$ cat config.mk
export PLATFORM = sky130hd
export DESIGN_NAME = wwdt_top
export DESIGN_NICKNAME = d
export VERILOG_FILES = /design/src/hw/wwdt_pkg.sv /design/src/hw/wwdt_cnt_if.sv /design/src/hw/wwdt_prescaler.sv /design/src/hw/wwdt_counter.sv /design/src/hw/wwdt_top.sv
export VERILOG_INCLUDE_DIRS = /design/src /design/src/hw
export SDC_FILE = /design/constraint.sdc
export NUM_CORES = 1
export LEC_CHECK = 0
export CAP_MARGIN = 20
export CORE_AREA = 2 2 126 128
export DETAILED_ROUTE_END_ITERATION = 10
export DIE_AREA = 0 0 128 130
export DONT_BUFFER_PORTS = 1
export SKIP_LAST_GASP = 1
export SLEW_MARGIN = 20
export SYNTH_ARGS = -nofsm -noshare
export SYNTH_HDL_FRONTEND = slang
export SYNTH_SLANG_ARGS = --single-unit
$ cat constraint.sdc
create_clock -name mclk -period 5.5 [get_ports mclk]
set_clock_uncertainty 0.05 [all_clocks]
set_input_delay 0.825 -clock mclk [delete_from_list [all_inputs] [get_ports mclk]]
set_output_delay 0.825 -clock mclk [all_outputs]
set_load 0.02 [all_outputs]
$ cat src/hw/wwdt_params.svh
// offsets, field positions, reset values and counts of the windowed watchdog
`ifndef WWDT_PARAMS_SVH
`define WWDT_PARAMS_SVH
`define WWDT_OFF_CTRL 32'h0000_0000
`define WWDT_OFF_RELOAD 32'h0000_0004
`define WWDT_OFF_WINB 32'h0000_0008
`define WWDT_OFF_SERVICE 32'h0000_000C
`define WWDT_OFF_COUNT 32'h0000_0010
`define WWDT_OFF_IRQ_STAT 32'h0000_0014
`define WWDT_OFF_IRQ_CLR 32'h0000_0018
`define WWDT_OFF_IRQ_EN 32'h0000_001C
`define WWDT_CTRL_PSEL 0
`define WWDT_CTRL_WINEN 1
`define WWDT_CTRL_DSUSP 2
`define WWDT_CTRL_RST 3'h4
`define WWDT_RELOAD_RST 8'h00
`define WWDT_WINB_RST 8'h00
`define WWDT_IRQ_EN_RST 3'h0
`define WWDT_IRQ_OVF 0
`define WWDT_IRQ_INV 1
`define WWDT_IRQ_RST 2
`define WWDT_PREWARN_LAST 6'h2F
`define WWDT_DIV_SLOW_LAST 7'h7F
`define WWDT_RESP_OKAY 2'h0
`define WWDT_RESP_SLVERR 2'h2
`endif

$ cat src/hw/wwdt_pkg.sv
// types of the windowed watchdog
package wwdt_pkg;
    typedef enum logic [1:0] {WWDT_RUN, WWDT_PREWARN, WWDT_RESET} wwdt_state_t;
    typedef logic [7:0] wwdt_byte_t;
endpackage : wwdt_pkg

$ cat src/hw/wwdt_cnt_if.sv
// signals shared by the watchdog prescaler, counter and control
`timescale 1ns/1ps
`default_nettype none
interface wwdt_cnt_if;
    logic run;
    logic sel;
    logic tick;
    logic service;
    logic [7:0] reload;
    logic [15:0] count;
    logic ovf;
    modport pre (input run, input sel, output tick);
    modport cnt (input tick, input service, input reload, output count, output ovf);
endinterface : wwdt_cnt_if
`default_nettype wire

$ cat src/hw/wwdt_prescaler.sv
// count-rate prescaler: one tick per 2 or per 128 enabled clocks
`timescale 1ns/1ps
`default_nettype none
`include "wwdt_params.svh"
module wwdt_prescaler (
    input wire logic mclk,
    input wire logic rst_n,
    input wire logic ce,
    wwdt_cnt_if.pre pif
);
    logic [6:0] div_r;
    wire last = pif.sel ? (div_r == `WWDT_DIV_SLOW_LAST) : div_r[0];

    assign pif.tick = ce && pif.run && last;

    always_ff @(posedge mclk or negedge rst_n) begin
        if (!rst_n) begin
            div_r <= 7'h00;
        end else if (ce && pif.run) begin
            div_r <= div_r + 7'h01;
        end
    end

    chk_fast_rate: assert property (
        @(posedge mclk) disable iff (!rst_n) pif.tick && !pif.sel |=> !pif.tick)
        else $error("fast rate ticked twice in a row");
    chk_slow_rate: assert property (
        @(posedge mclk) disable iff (!rst_n) pif.tick && pif.sel |=> (!pif.tick || !pif.sel) [*8])
        else $error("slow rate ticked too soon");
endmodule : wwdt_prescaler
`default_nettype wire

$ cat src/hw/wwdt_counter.sv
// 16-bit watchdog counter built from two chained byte stages
`timescale 1ns/1ps
`default_nettype none
module wwdt_counter (
    input wire logic mclk,
    input wire logic rst_n,
    input wire logic ce,
    wwdt_cnt_if.cnt cif
);
    logic [7:0] low_r;
    logic [7:0] high_r;
    wire low_carry = &low_r;

    assign cif.count = {high_r, low_r};
    assign cif.ovf = cif.tick && low_carry && (&high_r);

    always_ff @(posedge mclk or negedge rst_n) begin
        if (!rst_n) begin
            low_r <= 8'h00;
            high_r <= 8'h00;
        end else if (ce && cif.service) begin
            high_r <= cif.reload;
            low_r <= 8'h00;
        end else if (cif.tick) begin
            low_r <= low_r + 8'h01;
            if (low_carry) begin
                high_r <= high_r + 8'h01;
            end
        end
    end

    chk_service_load: assert property (
        @(posedge mclk) disable iff (!rst_n) ce && cif.service |=> cif.count == {$past(cif.reload), 8'h00})
        else $error("service did not preset the counter");
    chk_count_step: assert property (
        @(posedge mclk) disable iff (!rst_n) cif.tick && !cif.service |=> cif.count == $past(cif.count) + 16'h0001)
        else $error("counter did not advance by one");
endmodule : wwdt_counter
`default_nettype wire

$ cat src/hw/wwdt_top.sv
// windowed watchdog with axi4-lite registers, nmi and system reset request
`timescale 1ns/1ps
`default_nettype none
`include "wwdt_params.svh"
module wwdt_top
    import wwdt_pkg::*;
(
    input wire logic mclk,
    input wire logic arst_n,
    input wire logic ce,
    input wire logic debug_mode,
    input wire logic [31:0] s_axi_awaddr,
    input wire logic s_axi_awvalid,
    output logic s_axi_awready,
    input wire logic [31:0] s_axi_wdata,
    input wire logic [3:0] s_axi_wstrb,
    input wire logic s_axi_wvalid,
    output logic s_axi_wready,
    output logic [1:0] s_axi_bresp,
    output logic s_axi_bvalid,
    input wire logic s_axi_bready,
    input wire logic [31:0] s_axi_araddr,
    input wire logic s_axi_arvalid,
    output logic s_axi_arready,
    output logic [31:0] s_axi_rdata,
    output logic [1:0] s_axi_rresp,
    output logic s_axi_rvalid,
    input wire logic s_axi_rready,
    output logic watchdog_nmi_request,
    output logic watchdog_system_reset_request,
    output logic irq
);
    function automatic logic wwdt_mapped(input logic [31:0] a);
        return (a[31:5] == 27'h000_0000) && (a[1:0] == 2'h0);
    endfunction : wwdt_mapped

    function automatic logic wwdt_hit(input logic [31:0] a, input logic [31:0] off);
        return a == off;
    endfunction : wwdt_hit

    // reset release synchroniser
    logic rst_s1_r;
    logic rst_n_r;
    always_ff @(posedge mclk or negedge arst_n) begin
        if (!arst_n) begin
            rst_s1_r <= 1'b0;
            rst_n_r <= 1'b0;
        end else if (ce) begin
            rst_s1_r <= 1'b1;
            rst_n_r <= rst_s1_r;
        end
    end

    // debug_mode comes from another domain
    logic dbg_s1_r;
    logic dbg_s2_r;
    always_ff @(posedge mclk or negedge rst_n_r) begin
        if (!rst_n_r) begin
            dbg_s1_r <= 1'b0;
            dbg_s2_r <= 1'b0;
        end else if (ce) begin
            dbg_s1_r <= debug_mode;
            dbg_s2_r <= dbg_s1_r;
        end
    end

    logic psel_r;
    logic winen_r;
    logic dsusp_r;
    wwdt_byte_t reload_r;
    wwdt_byte_t winb_r;
    logic [2:0] ien_r;
    logic [2:0] ist_r;
    wwdt_state_t st_r;
    wwdt_state_t st_nxt;
    logic [5:0] pw_cnt_r;

    // axi write channel
    logic aw_got_r;
    logic w_got_r;
    logic [31:0] waddr_r;
    logic [31:0] wdata_r;
    logic [3:0] wstrb_r;
    wire aw_take = s_axi_awvalid && s_axi_awready;
    wire w_take = s_axi_wvalid && s_axi_wready;
    wire wr_do = aw_got_r && w_got_r && !s_axi_bvalid;
    wire aw_got_nxt = wr_do ? 1'b0 : (aw_got_r || aw_take);
    wire w_got_nxt = wr_do ? 1'b0 : (w_got_r || w_take);
    // only byte lane 0 carries register bits
    wire wr_lane0 = wr_do && wstrb_r[0];
    wire wr_ctrl = wr_lane0 && wwdt_hit(waddr_r, `WWDT_OFF_CTRL);
    wire wr_reload = wr_lane0 && wwdt_hit(waddr_r, `WWDT_OFF_RELOAD);
    wire wr_winb = wr_lane0 && wwdt_hit(waddr_r, `WWDT_OFF_WINB);
    wire wr_svc = wr_lane0 && wwdt_hit(waddr_r, `WWDT_OFF_SERVICE);
    wire wr_iclr = wr_lane0 && wwdt_hit(waddr_r, `WWDT_OFF_IRQ_CLR);
    wire wr_ien = wr_lane0 && wwdt_hit(waddr_r, `WWDT_OFF_IRQ_EN);

    always_ff @(posedge mclk or negedge rst_n_r) begin
        if (!rst_n_r) begin
            aw_got_r <= 1'b0;
            w_got_r <= 1'b0;
            s_axi_awready <= 1'b0;
            s_axi_wready <= 1'b0;
            waddr_r <= 32'h0000_0000;
            wdata_r <= 32'h0000_0000;
            wstrb_r <= 4'h0;
        end else if (ce) begin
            aw_got_r <= aw_got_nxt;
            w_got_r <= w_got_nxt;
            s_axi_awready <= !aw_got_nxt;
            s_axi_wready <= !w_got_nxt;
            if (aw_take) begin
                waddr_r <= s_axi_awaddr;
            end
            if (w_take) begin
                wdata_r <= s_axi_wdata;
                wstrb_r <= s_axi_wstrb;
            end
        end
    end

    always_ff @(posedge mclk or negedge rst_n_r) begin
        if (!rst_n_r) begin
            s_axi_bvalid <= 1'b0;
            s_axi_bresp <= `WWDT_RESP_OKAY;
        end else if (ce) begin
            if (wr_do) begin
                s_axi_bvalid <= 1'b1;
                s_axi_bresp <= wwdt_mapped(waddr_r) ? `WWDT_RESP_OKAY : `WWDT_RESP_SLVERR;
            end else if (s_axi_bready) begin
                s_axi_bvalid <= 1'b0;
            end
        end
    end

    // counter path
    wwdt_cnt_if cif ();
    wire in_run = (st_r == WWDT_RUN);
    wire in_pw = (st_r == WWDT_PREWARN);
    wire suspended = dsusp_r && dbg_s2_r;
    wire inval = winen_r && (cif.count <= {winb_r, 8'h00});
    // a late service is the software's fault; the overflow below catches it
    wire svc_fire = wr_svc && in_run && !inval;
    wire inv_fire = wr_svc && in_run && inval;
    wire ovf_fire = cif.ovf && in_run && !wr_svc;
    wire pw_end = in_pw && cif.tick && (pw_cnt_r == `WWDT_PREWARN_LAST);
    wire [5:0] pw_cnt_nxt = !in_pw ? 6'h00 : (cif.tick ? pw_cnt_r + 6'h01 : pw_cnt_r);

    assign cif.run = !suspended;
    assign cif.sel = psel_r;
    assign cif.reload = reload_r;
    assign cif.service = svc_fire;

    wwdt_prescaler u_pre (
        .mclk(mclk),
        .rst_n(rst_n_r),
        .ce(ce),
        .pif(cif)
    );

    wwdt_counter u_cnt (
        .mclk(mclk),
        .rst_n(rst_n_r),
        .ce(ce),
        .cif(cif)
    );

    always_comb begin
        st_nxt = st_r;
        unique case (st_r)
            WWDT_RUN: begin
                if (inv_fire || ovf_fire) begin
                    st_nxt = WWDT_PREWARN;
                end
            end
            WWDT_PREWARN: begin
                if (pw_end) begin
                    st_nxt = WWDT_RESET;
                end
            end
            WWDT_RESET: begin
                st_nxt = WWDT_RESET;
            end
        endcase
    end

    // the reset request holds until the system reset reinitialises the block
    always_ff @(posedge mclk or negedge rst_n_r) begin
        if (!rst_n_r) begin
            st_r <= WWDT_RUN;
            pw_cnt_r <= 6'h00;
            watchdog_nmi_request <= 1'b0;
            watchdog_system_reset_request <= 1'b0;
        end else if (ce) begin
            st_r <= st_nxt;
            pw_cnt_r <= pw_cnt_nxt;
            watchdog_nmi_request <= watchdog_nmi_request || ovf_fire;
            watchdog_system_reset_request <= watchdog_system_reset_request || pw_end;
        end
    end

    // configuration and interrupt registers
    wire [2:0] ev = {pw_end, inv_fire, ovf_fire};
    wire [2:0] clr_mask = wr_iclr ? wdata_r[2:0] : 3'h0;
    // set wins over a clear in the same cycle
    wire [2:0] ist_nxt = (ist_r & ~clr_mask) | ev;

    always_ff @(posedge mclk or negedge rst_n_r) begin
        if (!rst_n_r) begin
            {dsusp_r, winen_r, psel_r} <= `WWDT_CTRL_RST;
            reload_r <= `WWDT_RELOAD_RST;
            winb_r <= `WWDT_WINB_RST;
            ien_r <= `WWDT_IRQ_EN_RST;
            ist_r <= 3'h0;
            irq <= 1'b0;
        end else if (ce) begin
            if (wr_ctrl) begin
                psel_r <= wdata_r[`WWDT_CTRL_PSEL];
                winen_r <= wdata_r[`WWDT_CTRL_WINEN];
                dsusp_r <= wdata_r[`WWDT_CTRL_DSUSP];
            end
            if (wr_reload) begin
                reload_r <= wdata_r[7:0];
            end
            if (wr_winb) begin
                winb_r <= wdata_r[7:0];
            end
            if (wr_ien) begin
                ien_r <= wdata_r[2:0];
            end
            ist_r <= ist_nxt;
            irq <= |(ist_r & ien_r);
        end
    end

    // axi read channel
    logic ar_got_r;
    logic [31:0] raddr_r;
    wire ar_take = s_axi_arvalid && s_axi_arready;
    wire rd_do = ar_got_r && !s_axi_rvalid;
    wire ar_got_nxt = rd_do ? 1'b0 : (ar_got_r || ar_take);
    wire [31:0] cnt_word = {13'h0000, watchdog_nmi_request, watchdog_system_reset_request, in_pw, cif.count};
    wire [31:0] rd_val =
        wwdt_hit(raddr_r, `WWDT_OFF_CTRL) ? {29'h0000_0000, dsusp_r, winen_r, psel_r} :
        wwdt_hit(raddr_r, `WWDT_OFF_RELOAD) ? {24'h00_0000, reload_r} :
        wwdt_hit(raddr_r, `WWDT_OFF_WINB) ? {24'h00_0000, winb_r} :
        wwdt_hit(raddr_r, `WWDT_OFF_COUNT) ? cnt_word :
        wwdt_hit(raddr_r, `WWDT_OFF_IRQ_STAT) ? {29'h0000_0000, ist_r} :
        wwdt_hit(raddr_r, `WWDT_OFF_IRQ_EN) ? {29'h0000_0000, ien_r} :
        32'h0000_0000;

    always_ff @(posedge mclk or negedge rst_n_r) begin
        if (!rst_n_r) begin
            ar_got_r <= 1'b0;
            s_axi_arready <= 1'b0;
            raddr_r <= 32'h0000_0000;
        end else if (ce) begin
            ar_got_r <= ar_got_nxt;
            s_axi_arready <= !ar_got_nxt;
            if (ar_take) begin
                raddr_r <= s_axi_araddr;
            end
        end
    end

    always_ff @(posedge mclk or negedge rst_n_r) begin
        if (!rst_n_r) begin
            s_axi_rvalid <= 1'b0;
            s_axi_rdata <= 32'h0000_0000;
            s_axi_rresp <= `WWDT_RESP_OKAY;
        end else if (ce) begin
            if (rd_do) begin
                s_axi_rvalid <= 1'b1;
                s_axi_rdata <= rd_val;
                s_axi_rresp <= wwdt_mapped(raddr_r) ? `WWDT_RESP_OKAY : `WWDT_RESP_SLVERR;
            end else if (s_axi_rready) begin
                s_axi_rvalid <= 1'b0;
            end
        end
    end

    chk_nmi_on_overflow: assert property (
        @(posedge mclk) disable iff (!rst_n_r)
        ce && ovf_fire |=> watchdog_nmi_request && st_r == WWDT_PREWARN)
        else $error("overflow did not raise nmi and prewarning");
    chk_prewarn_length: assert property (
        @(posedge mclk) disable iff (!rst_n_r)
        $rose(watchdog_system_reset_request) |-> $past(pw_cnt_r) == `WWDT_PREWARN_LAST && $past(in_pw))
        else $error("reset request not after full prewarning");
    chk_invalid_no_nmi: assert property (
        @(posedge mclk) disable iff (!rst_n_r)
        ce && inv_fire |=> st_r == WWDT_PREWARN && !watchdog_nmi_request)
        else $error("invalid service handled wrongly");
    chk_window_edge: assert property (
        @(posedge mclk) disable iff (!rst_n_r)
        ce && wr_svc && in_run && winen_r && cif.count == {winb_r, 8'h00} |=> st_r == WWDT_PREWARN)
        else $error("service at window boundary was accepted");
    chk_window_pass: assert property (
        @(posedge mclk) disable iff (!rst_n_r)
        ce && wr_svc && in_run && (!winen_r || cif.count > {winb_r, 8'h00}) |=> st_r == WWDT_RUN)
        else $error("service outside window was refused");
    chk_debug_hold: assert property (
        @(posedge mclk) disable iff (!rst_n_r)
        ce && suspended && !svc_fire |=> $stable(cif.count))
        else $error("counter moved while suspended");
    chk_prewarn_sticky: assert property (
        @(posedge mclk) disable iff (!rst_n_r)
        !in_run |=> !in_run && !svc_fire)
        else $error("prewarning was cancelled");
    chk_nmi_only_ovf: assert property (
        @(posedge mclk) disable iff (!rst_n_r)
        $rose(watchdog_nmi_request) |-> $past(ovf_fire))
        else $error("nmi rose without an overflow");
    chk_reset_after_pw: assert property (
        @(posedge mclk) disable iff (!rst_n_r)
        ce && !pw_end && !watchdog_system_reset_request |=> !watchdog_system_reset_request)
        else $error("reset request without end of prewarning");
    chk_invalid_no_reload: assert property (
        @(posedge mclk) disable iff (!rst_n_r)
        ce && inv_fire |=> cif.count == $past(cif.count) + {15'h0000, $past(cif.tick)})
        else $error("invalid service reloaded the counter");
    chk_window_inside: assert property (
        @(posedge mclk) disable iff (!rst_n_r)
        ce && wr_svc && in_run && winen_r && cif.count < {winb_r, 8'h00} |=> in_pw && !watchdog_nmi_request)
        else $error("service inside window was accepted");
    chk_suspend_no_tick: assert property (
        @(posedge mclk) disable iff (!rst_n_r)
        suspended |-> !cif.tick)
        else $error("prescaler ticked while suspended");
endmodule : wwdt_top
`default_nettype wire

==> run summary, run 1 <==
WL final -> 15300 um
RSZ-0062 raised after global routing -> false
final std cells w/o fill -> 854
Pwr Density -> 475 mW/mm^2
Worst Tran Pin Value -> 943 ps
Synth Cell Area -> 0.00745 sq mm
drt wl/cell -> 17.9 um
slew margin rel. -> 36.9%
synth warn -> 0
hold buffers post-CTS -> 0
critical path arrival -> 3190 ps
worst-path fanout max -> 15
most common flop cell mapped by yosys -> dfrtp_1
Leak Pwr -> 3.52 nW
Startpoint Class -> register
vias in the first global route -> 4886
synth-to-layout area growth -> 9.84%
die footprint -> 0.0166 sq mm
DRC viols -> 0
number of H-tree levels -> 4
Via Count -> 4735
cell taking the most area after synthesis -> dfrtp_1
Skew-Pair Late Insertion Delay -> 430 ps
WS Path Type -> register to register
Core Box Area -> 0.0154 sq mm
commonest non-fill, non-tap cell in the layout -> dfrtp_1
CTS tree -> done
Post-Synthesis Cells -> 645
Crit-path slowest cell -> nor3b_2
DIE WIDTH -> 128 um
Die H -> 130 um
Seq/Total Area, Yosys -> 55.4%
Num CTS Buffers -> 17
Avg Cell Area, Syn -> 11.6 sq um
Core Rows -> 46
CP Capture Type -> register
CTS Sinks -> 165
TNS Setup -> 0 ps
first-pass GRT wire length -> 25100 um
largest net degree at the start of global routing -> 67
most frequent cells in the layout -> dfrtp_1, mux2_2, nand2_1
GPL Wtd Cong -> 0.845
VDD IR max -> 293 uV
Post-Place Cells -> 820
Setup Fix Bufs, Post-CTS -> 0
Synth Register Bits -> 165
grt ovf -> 0
initial core utilization -> 48.3%
Maximum Capacitance Violations -> 0
GRT Util Overall -> 19.6%
CP required -> 5760 ps
Max Slew Vio Count -> 0
layout cells sized above 1 -> 20.8%
post_cts resized -> 0
Area contributors post-synth -> dfrtp_1, mux2_2, nand2_1, ha_1, o21ai_0
FMAX -> 342 MHz
Final Hold Viols -> 0
FF-to-FF path depth -> 6
EDFF count, synth -> 0
io pins -> 153
post-route cell area -> 0.00818 sq mm
setup violators final -> 0
clock-pin transition on the worst setup and hold timing paths -> 60 ps
nets@finish -> 771
DR vias/cell -> 5.54
top-area cell type share of the netlist area -> 55.1%
status -> finished, final reports clean
HP Class -> input pin to asynchronous set/reset pin
initial DRC count -> 323
placed wire-length estimate -> 11200 um
pre-CTS WS -> 2440 ps
Final min period -> 2930 ps
Yosys cell types -> 53
Root Buffer -> clkbuf_16
port bufs -> 0
final setup margin -> 2570 ps
CP peak stage delay -> 820 ps
critical-path cell list -> nor4_1, nand4_1, nor4_2, nand3b_1, nor3b_2, mux2_2
Post-synth ARST share -> 100%
fin util -> 53.1%
area post-placement -> 0.00759 sq mm
post-route ant nets -> 0
DRT Pass-1 Iters -> 5
antenna violations before repair -> 3
Final period util -> 53.2%
clk buf depth -> 2
R2R setup slack -> 2570 ps
## sequential cells by signal, indices dropped and copies added, names as in the netlist, 7 cells and up
name,flops
s_axi_rdata,19
u_cnt.high_r,8
winb_r,8
cif.reload,8
u_pre.div_r,7
wdata_r,8
u_cnt.low_r,8
raddr_r,32
waddr_r,32
## routing by layer
| metal | wire length, um | track usage [%] |
|---|---|---|
| met1 | 6590 | 24.5 |
| met2 | 7300 | 31.6 |
| met3 | 1170 | 7.42 |
| met4 | 248 | 6.92 |
| met5 | 0 | 0 |
## critical path: cells and delay by family (launching register included)
family	cells	cell delay, ps
multiplexers	1	420
AND/OR/NAND/NOR	5	1950
flip-flops	1	380
## logic make-up after synthesis
logic type / Yosys count / synth area share (%)
and+or+nand+nor: 179 / 12.5
DFF: 165 / 55.4
AOI/OAI and AO/OA: 98 / 8.30
muxes: 94 / 14.2
buffers and inverters: 70 / 4.35
xor gates and xnor gates: 23 / 2.70
adders and majority gates: 15 / 2.52
other: 1 / 0.0503
## power breakdown
group          internal [mW]  switching [mW]
Combinational          0.404           0.329
Sequential              1.61           0.357
Clock                  0.690           0.499
## cells in the mapped netlist, drive strengths merged, types with 2 or more instances
cell,count
buf,17
a21o,2
xnor2,12
inv,34
o21a,2
and4,3
ha,15
and3,6
a211oi,6
o22ai,3
a221oi,3
xor2,11
mux2i,3
nand2b,2
nand2,55
or2,2
a21oi,27
clkbuf,19
nor2,38
a22oi,2
mux2,91
nand3b,2
nand4,14
nor2b,8
nor3b,3
o21ai,32
dfrtp,164
nor4,16
nand3,15
a22o,11
nor3,11
## final timing paths
path / start / to
max in group asynchronous: rst_n_r / raddr_r[27]
min in group mclk: rst_s1_r / rst_s1_r
min reg2reg: rst_n_r / pw_cnt_r[0]
max reg2reg: waddr_r[24] / winb_r[0]
max: waddr_r[24] / winb_r[0]
min: arst_n / rst_s1_r
## per-stage QoR
step                hold slack, ps  power [mW]
floorplan                      381        2.52
global placement               327        2.67
detailed placement             334        2.72
CTS                           21.0        3.92
global route                  20.4        4.12
finish                        36.8        3.88
## area by class of cell
cell class / instances / area, sq um
Timing Repair Buffer: 5 / 37.5
Sequential cell: 165 / 4130
Clock buffer: 20 / 447
Fill cell: 1357 / 7240
Multi-Input combinational cell: 424 / 3050
Tap cell: 192 / 240
Clock inverter: 12 / 144
Inverter: 34 / 128
Antenna cell: 2 / 5.00
(Power assumes the default switching activity.)
==> run 2, diff against run 1 <==
--- a/config.mk
+++ b/config.mk
@@ -11,6 +11,7 @@
 export DETAILED_ROUTE_END_ITERATION = 10
 export DIE_AREA = 0 0 128 130
 export DONT_BUFFER_PORTS = 1
+export PLACE_DENSITY = 0.66
 export SKIP_LAST_GASP = 1
 export SLEW_MARGIN = 20
 export SYNTH_ARGS = -nofsm -noshare
==> constraint.sdc (replaced) <==
create_clock -name mclk -period 2.68 [get_ports mclk]
set_clock_uncertainty 0.05 [all_clocks]
set_input_delay 0.402 -clock mclk [delete_from_list [all_inputs] [get_ports mclk]]
set_output_delay 0.402 -clock mclk [all_outputs]
set_load 0.02 [all_outputs]
==> run 2 against run 1 <==
Final cell count increased by 1.6%; sequential share of layout area decreased by 0.87 points; first-iteration DRC count increased by 6.2%; setup slack got worse by 2500 ps; critical path depth increased by 1; routed wire length increased by 1.1%; critical endpoint is now cif.reload[6].
==> run summary, run 2 (synthesized netlist as in run 1, its figures left out) <==
status -> finished, final reports clean
slew margin rel. -> 56.0%
placed wire-length estimate -> 11600 um
die footprint -> 0.0166 sq mm
DR vias/cell -> 5.60
worst hold slack -> 44.1 ps
RSZ-0062 raised after global routing -> false
GPL Wtd Cong -> 0.854
Maximum Capacitance Violations -> 0
CTS Sinks -> 165
worst-path fanout max -> 7
Final period util -> 95.5%
Final Hold Viols -> 0
Startpoint Class -> register
DRT Pass-1 Iters -> 4
Pwr Density -> 952 mW/mm^2
post-route ant nets -> 0
Via Count -> 4863
post-layout power -> 7.92 mW
TNS Setup -> 0 ps
clock-pin transition on the worst setup and hold timing paths -> 60 ps
critical path arrival -> 2800 ps
antenna violations before repair -> 1
initial DRC count -> 343
port bufs -> 0
HP Class -> input pin to register
largest net degree at the start of global routing -> 71
# diodes -> 0
drt wl/cell -> 17.8 um
grt ovf -> 0
Leak Pwr -> 3.61 nW
DRC viols -> 0
synth-to-layout area growth -> 11.8%
Num CTS Buffers -> 17
most frequent cells in the layout -> dfrtp_1, mux2_2, nand2_1
nets@finish -> 787
VDD IR max -> 610 uV
Skew-Pair Late Insertion Delay -> 430 ps
WS Path Type -> register to register
biggest regs -> raddr_r (32), waddr_r (32), s_axi_rdata (19)
Core Rows -> 46
fin util -> 54.0%
initial core utilization -> 48.3%
CTS tree -> done
CP Capture Type -> register
Final min period -> 2560 ps
Root Buffer -> clkbuf_16
Worst Tran Pin Value -> 658 ps
vias in the first global route -> 5057
io pins -> 153
number of H-tree levels -> 4
FMAX -> 391 MHz
Max Slew Vio Count -> 0
clk buf depth -> 2
layout cells sized above 1 -> 22.6%
CP required -> 2930 ps
DIE WIDTH -> 128 um
GRT Util Overall -> 19.9%
Core Box Area -> 0.0154 sq mm
commonest non-fill, non-tap cell in the layout -> dfrtp_1
setup violators final -> 0
first-pass GRT wire length -> 25600 um
WL final -> 15500 um
Die H -> 130 um
## run 2: cell types whose count changed in the layout (fill, tap and decap cells not counted), sizes merged
cell         previous run  this run
inv                    39        41
clkinvlp                2         3
clkbuf                 20        18
diode                   2         0
dlygate4sd3             0         2
bufinv                  2         1
buf                     5        19
## run 2: layout make-up
type                       count  area (sq um)
tap                          192           240
timing repair buffer          21           200
multi-input combinational    424          3050
inverter                      34           128
sequential                   165          4130
clock inverter                14           141
clock buffer                  18           429
fill                        1321          7100
## run 2: what timing repair did
item,4_1_cts,5_1_grt
resized for setup,0,1
hold endpoints to repair,3,0
setup endpoints to repair,0,9
buffers inserted,0,1
hold buffers,2,0
## run 2: through the flow
step | cells | setup slack [ps] | cell area, sq um
2_1_floorplan | 659 | 425 | 7510
3_3_place_gp | 833 | 179 | 7710
3_5_place_dp | 833 | 45.1 | 7710
4_1_cts | 867 | 24.3 | 8300
5_1_grt | 868 | 5.70 | 8330
6_report | 868 | 122 | 8330
## run 2: layer usage
layer	track usage, %	vias to the layer above	wire (um)	share of wire, %
met2	33.6	132	7760	50
li1	-	2287	-	-
met4	7.24	0	152	0.98
met3	7.05	14	1160	7.5
met1	23.8	2430	6410	41
met5	0	-	0	0
## run 2: where the power goes
part / total (mW) / switching [mW] / internal [mW] / leakage, nW
Sequential: 4.04 / 0.743 / 3.29 / 1.90
Clock: 2.33 / 1.03 / 1.31 / 0.272
Combinational: 1.55 / 0.699 / 0.854 / 1.44
## run 2: worst paths after layout
| check | start | endpoint | slack, ps | cells after the start |
|---|---|---|---|---|
| setup reg to reg | waddr_r[17] | cif.reload[6] | 120 | 7 |
| hold / removal | ce | rst_s1_r | 40 | 1 |
| hold reg to reg | rst_n_r | irq | 250 | 0 |
| setup / recovery | waddr_r[17] | cif.reload[6] | 120 | 7 |
| min in group asynchronous | arst_n | rst_s1_r | 160 | 1 |
| max in group asynchronous | rst_n_r | s_axi_awready | 1500 | 1 |
## run 2: worst max-delay path: stages (launching register included)
cell	delay, ps
dfrtp_1	390
nor4_1	330
nand4_1	280
nor4_2	360
nand3b_1	240
nor3b_4	290
buf_12	160
mux2_2	340
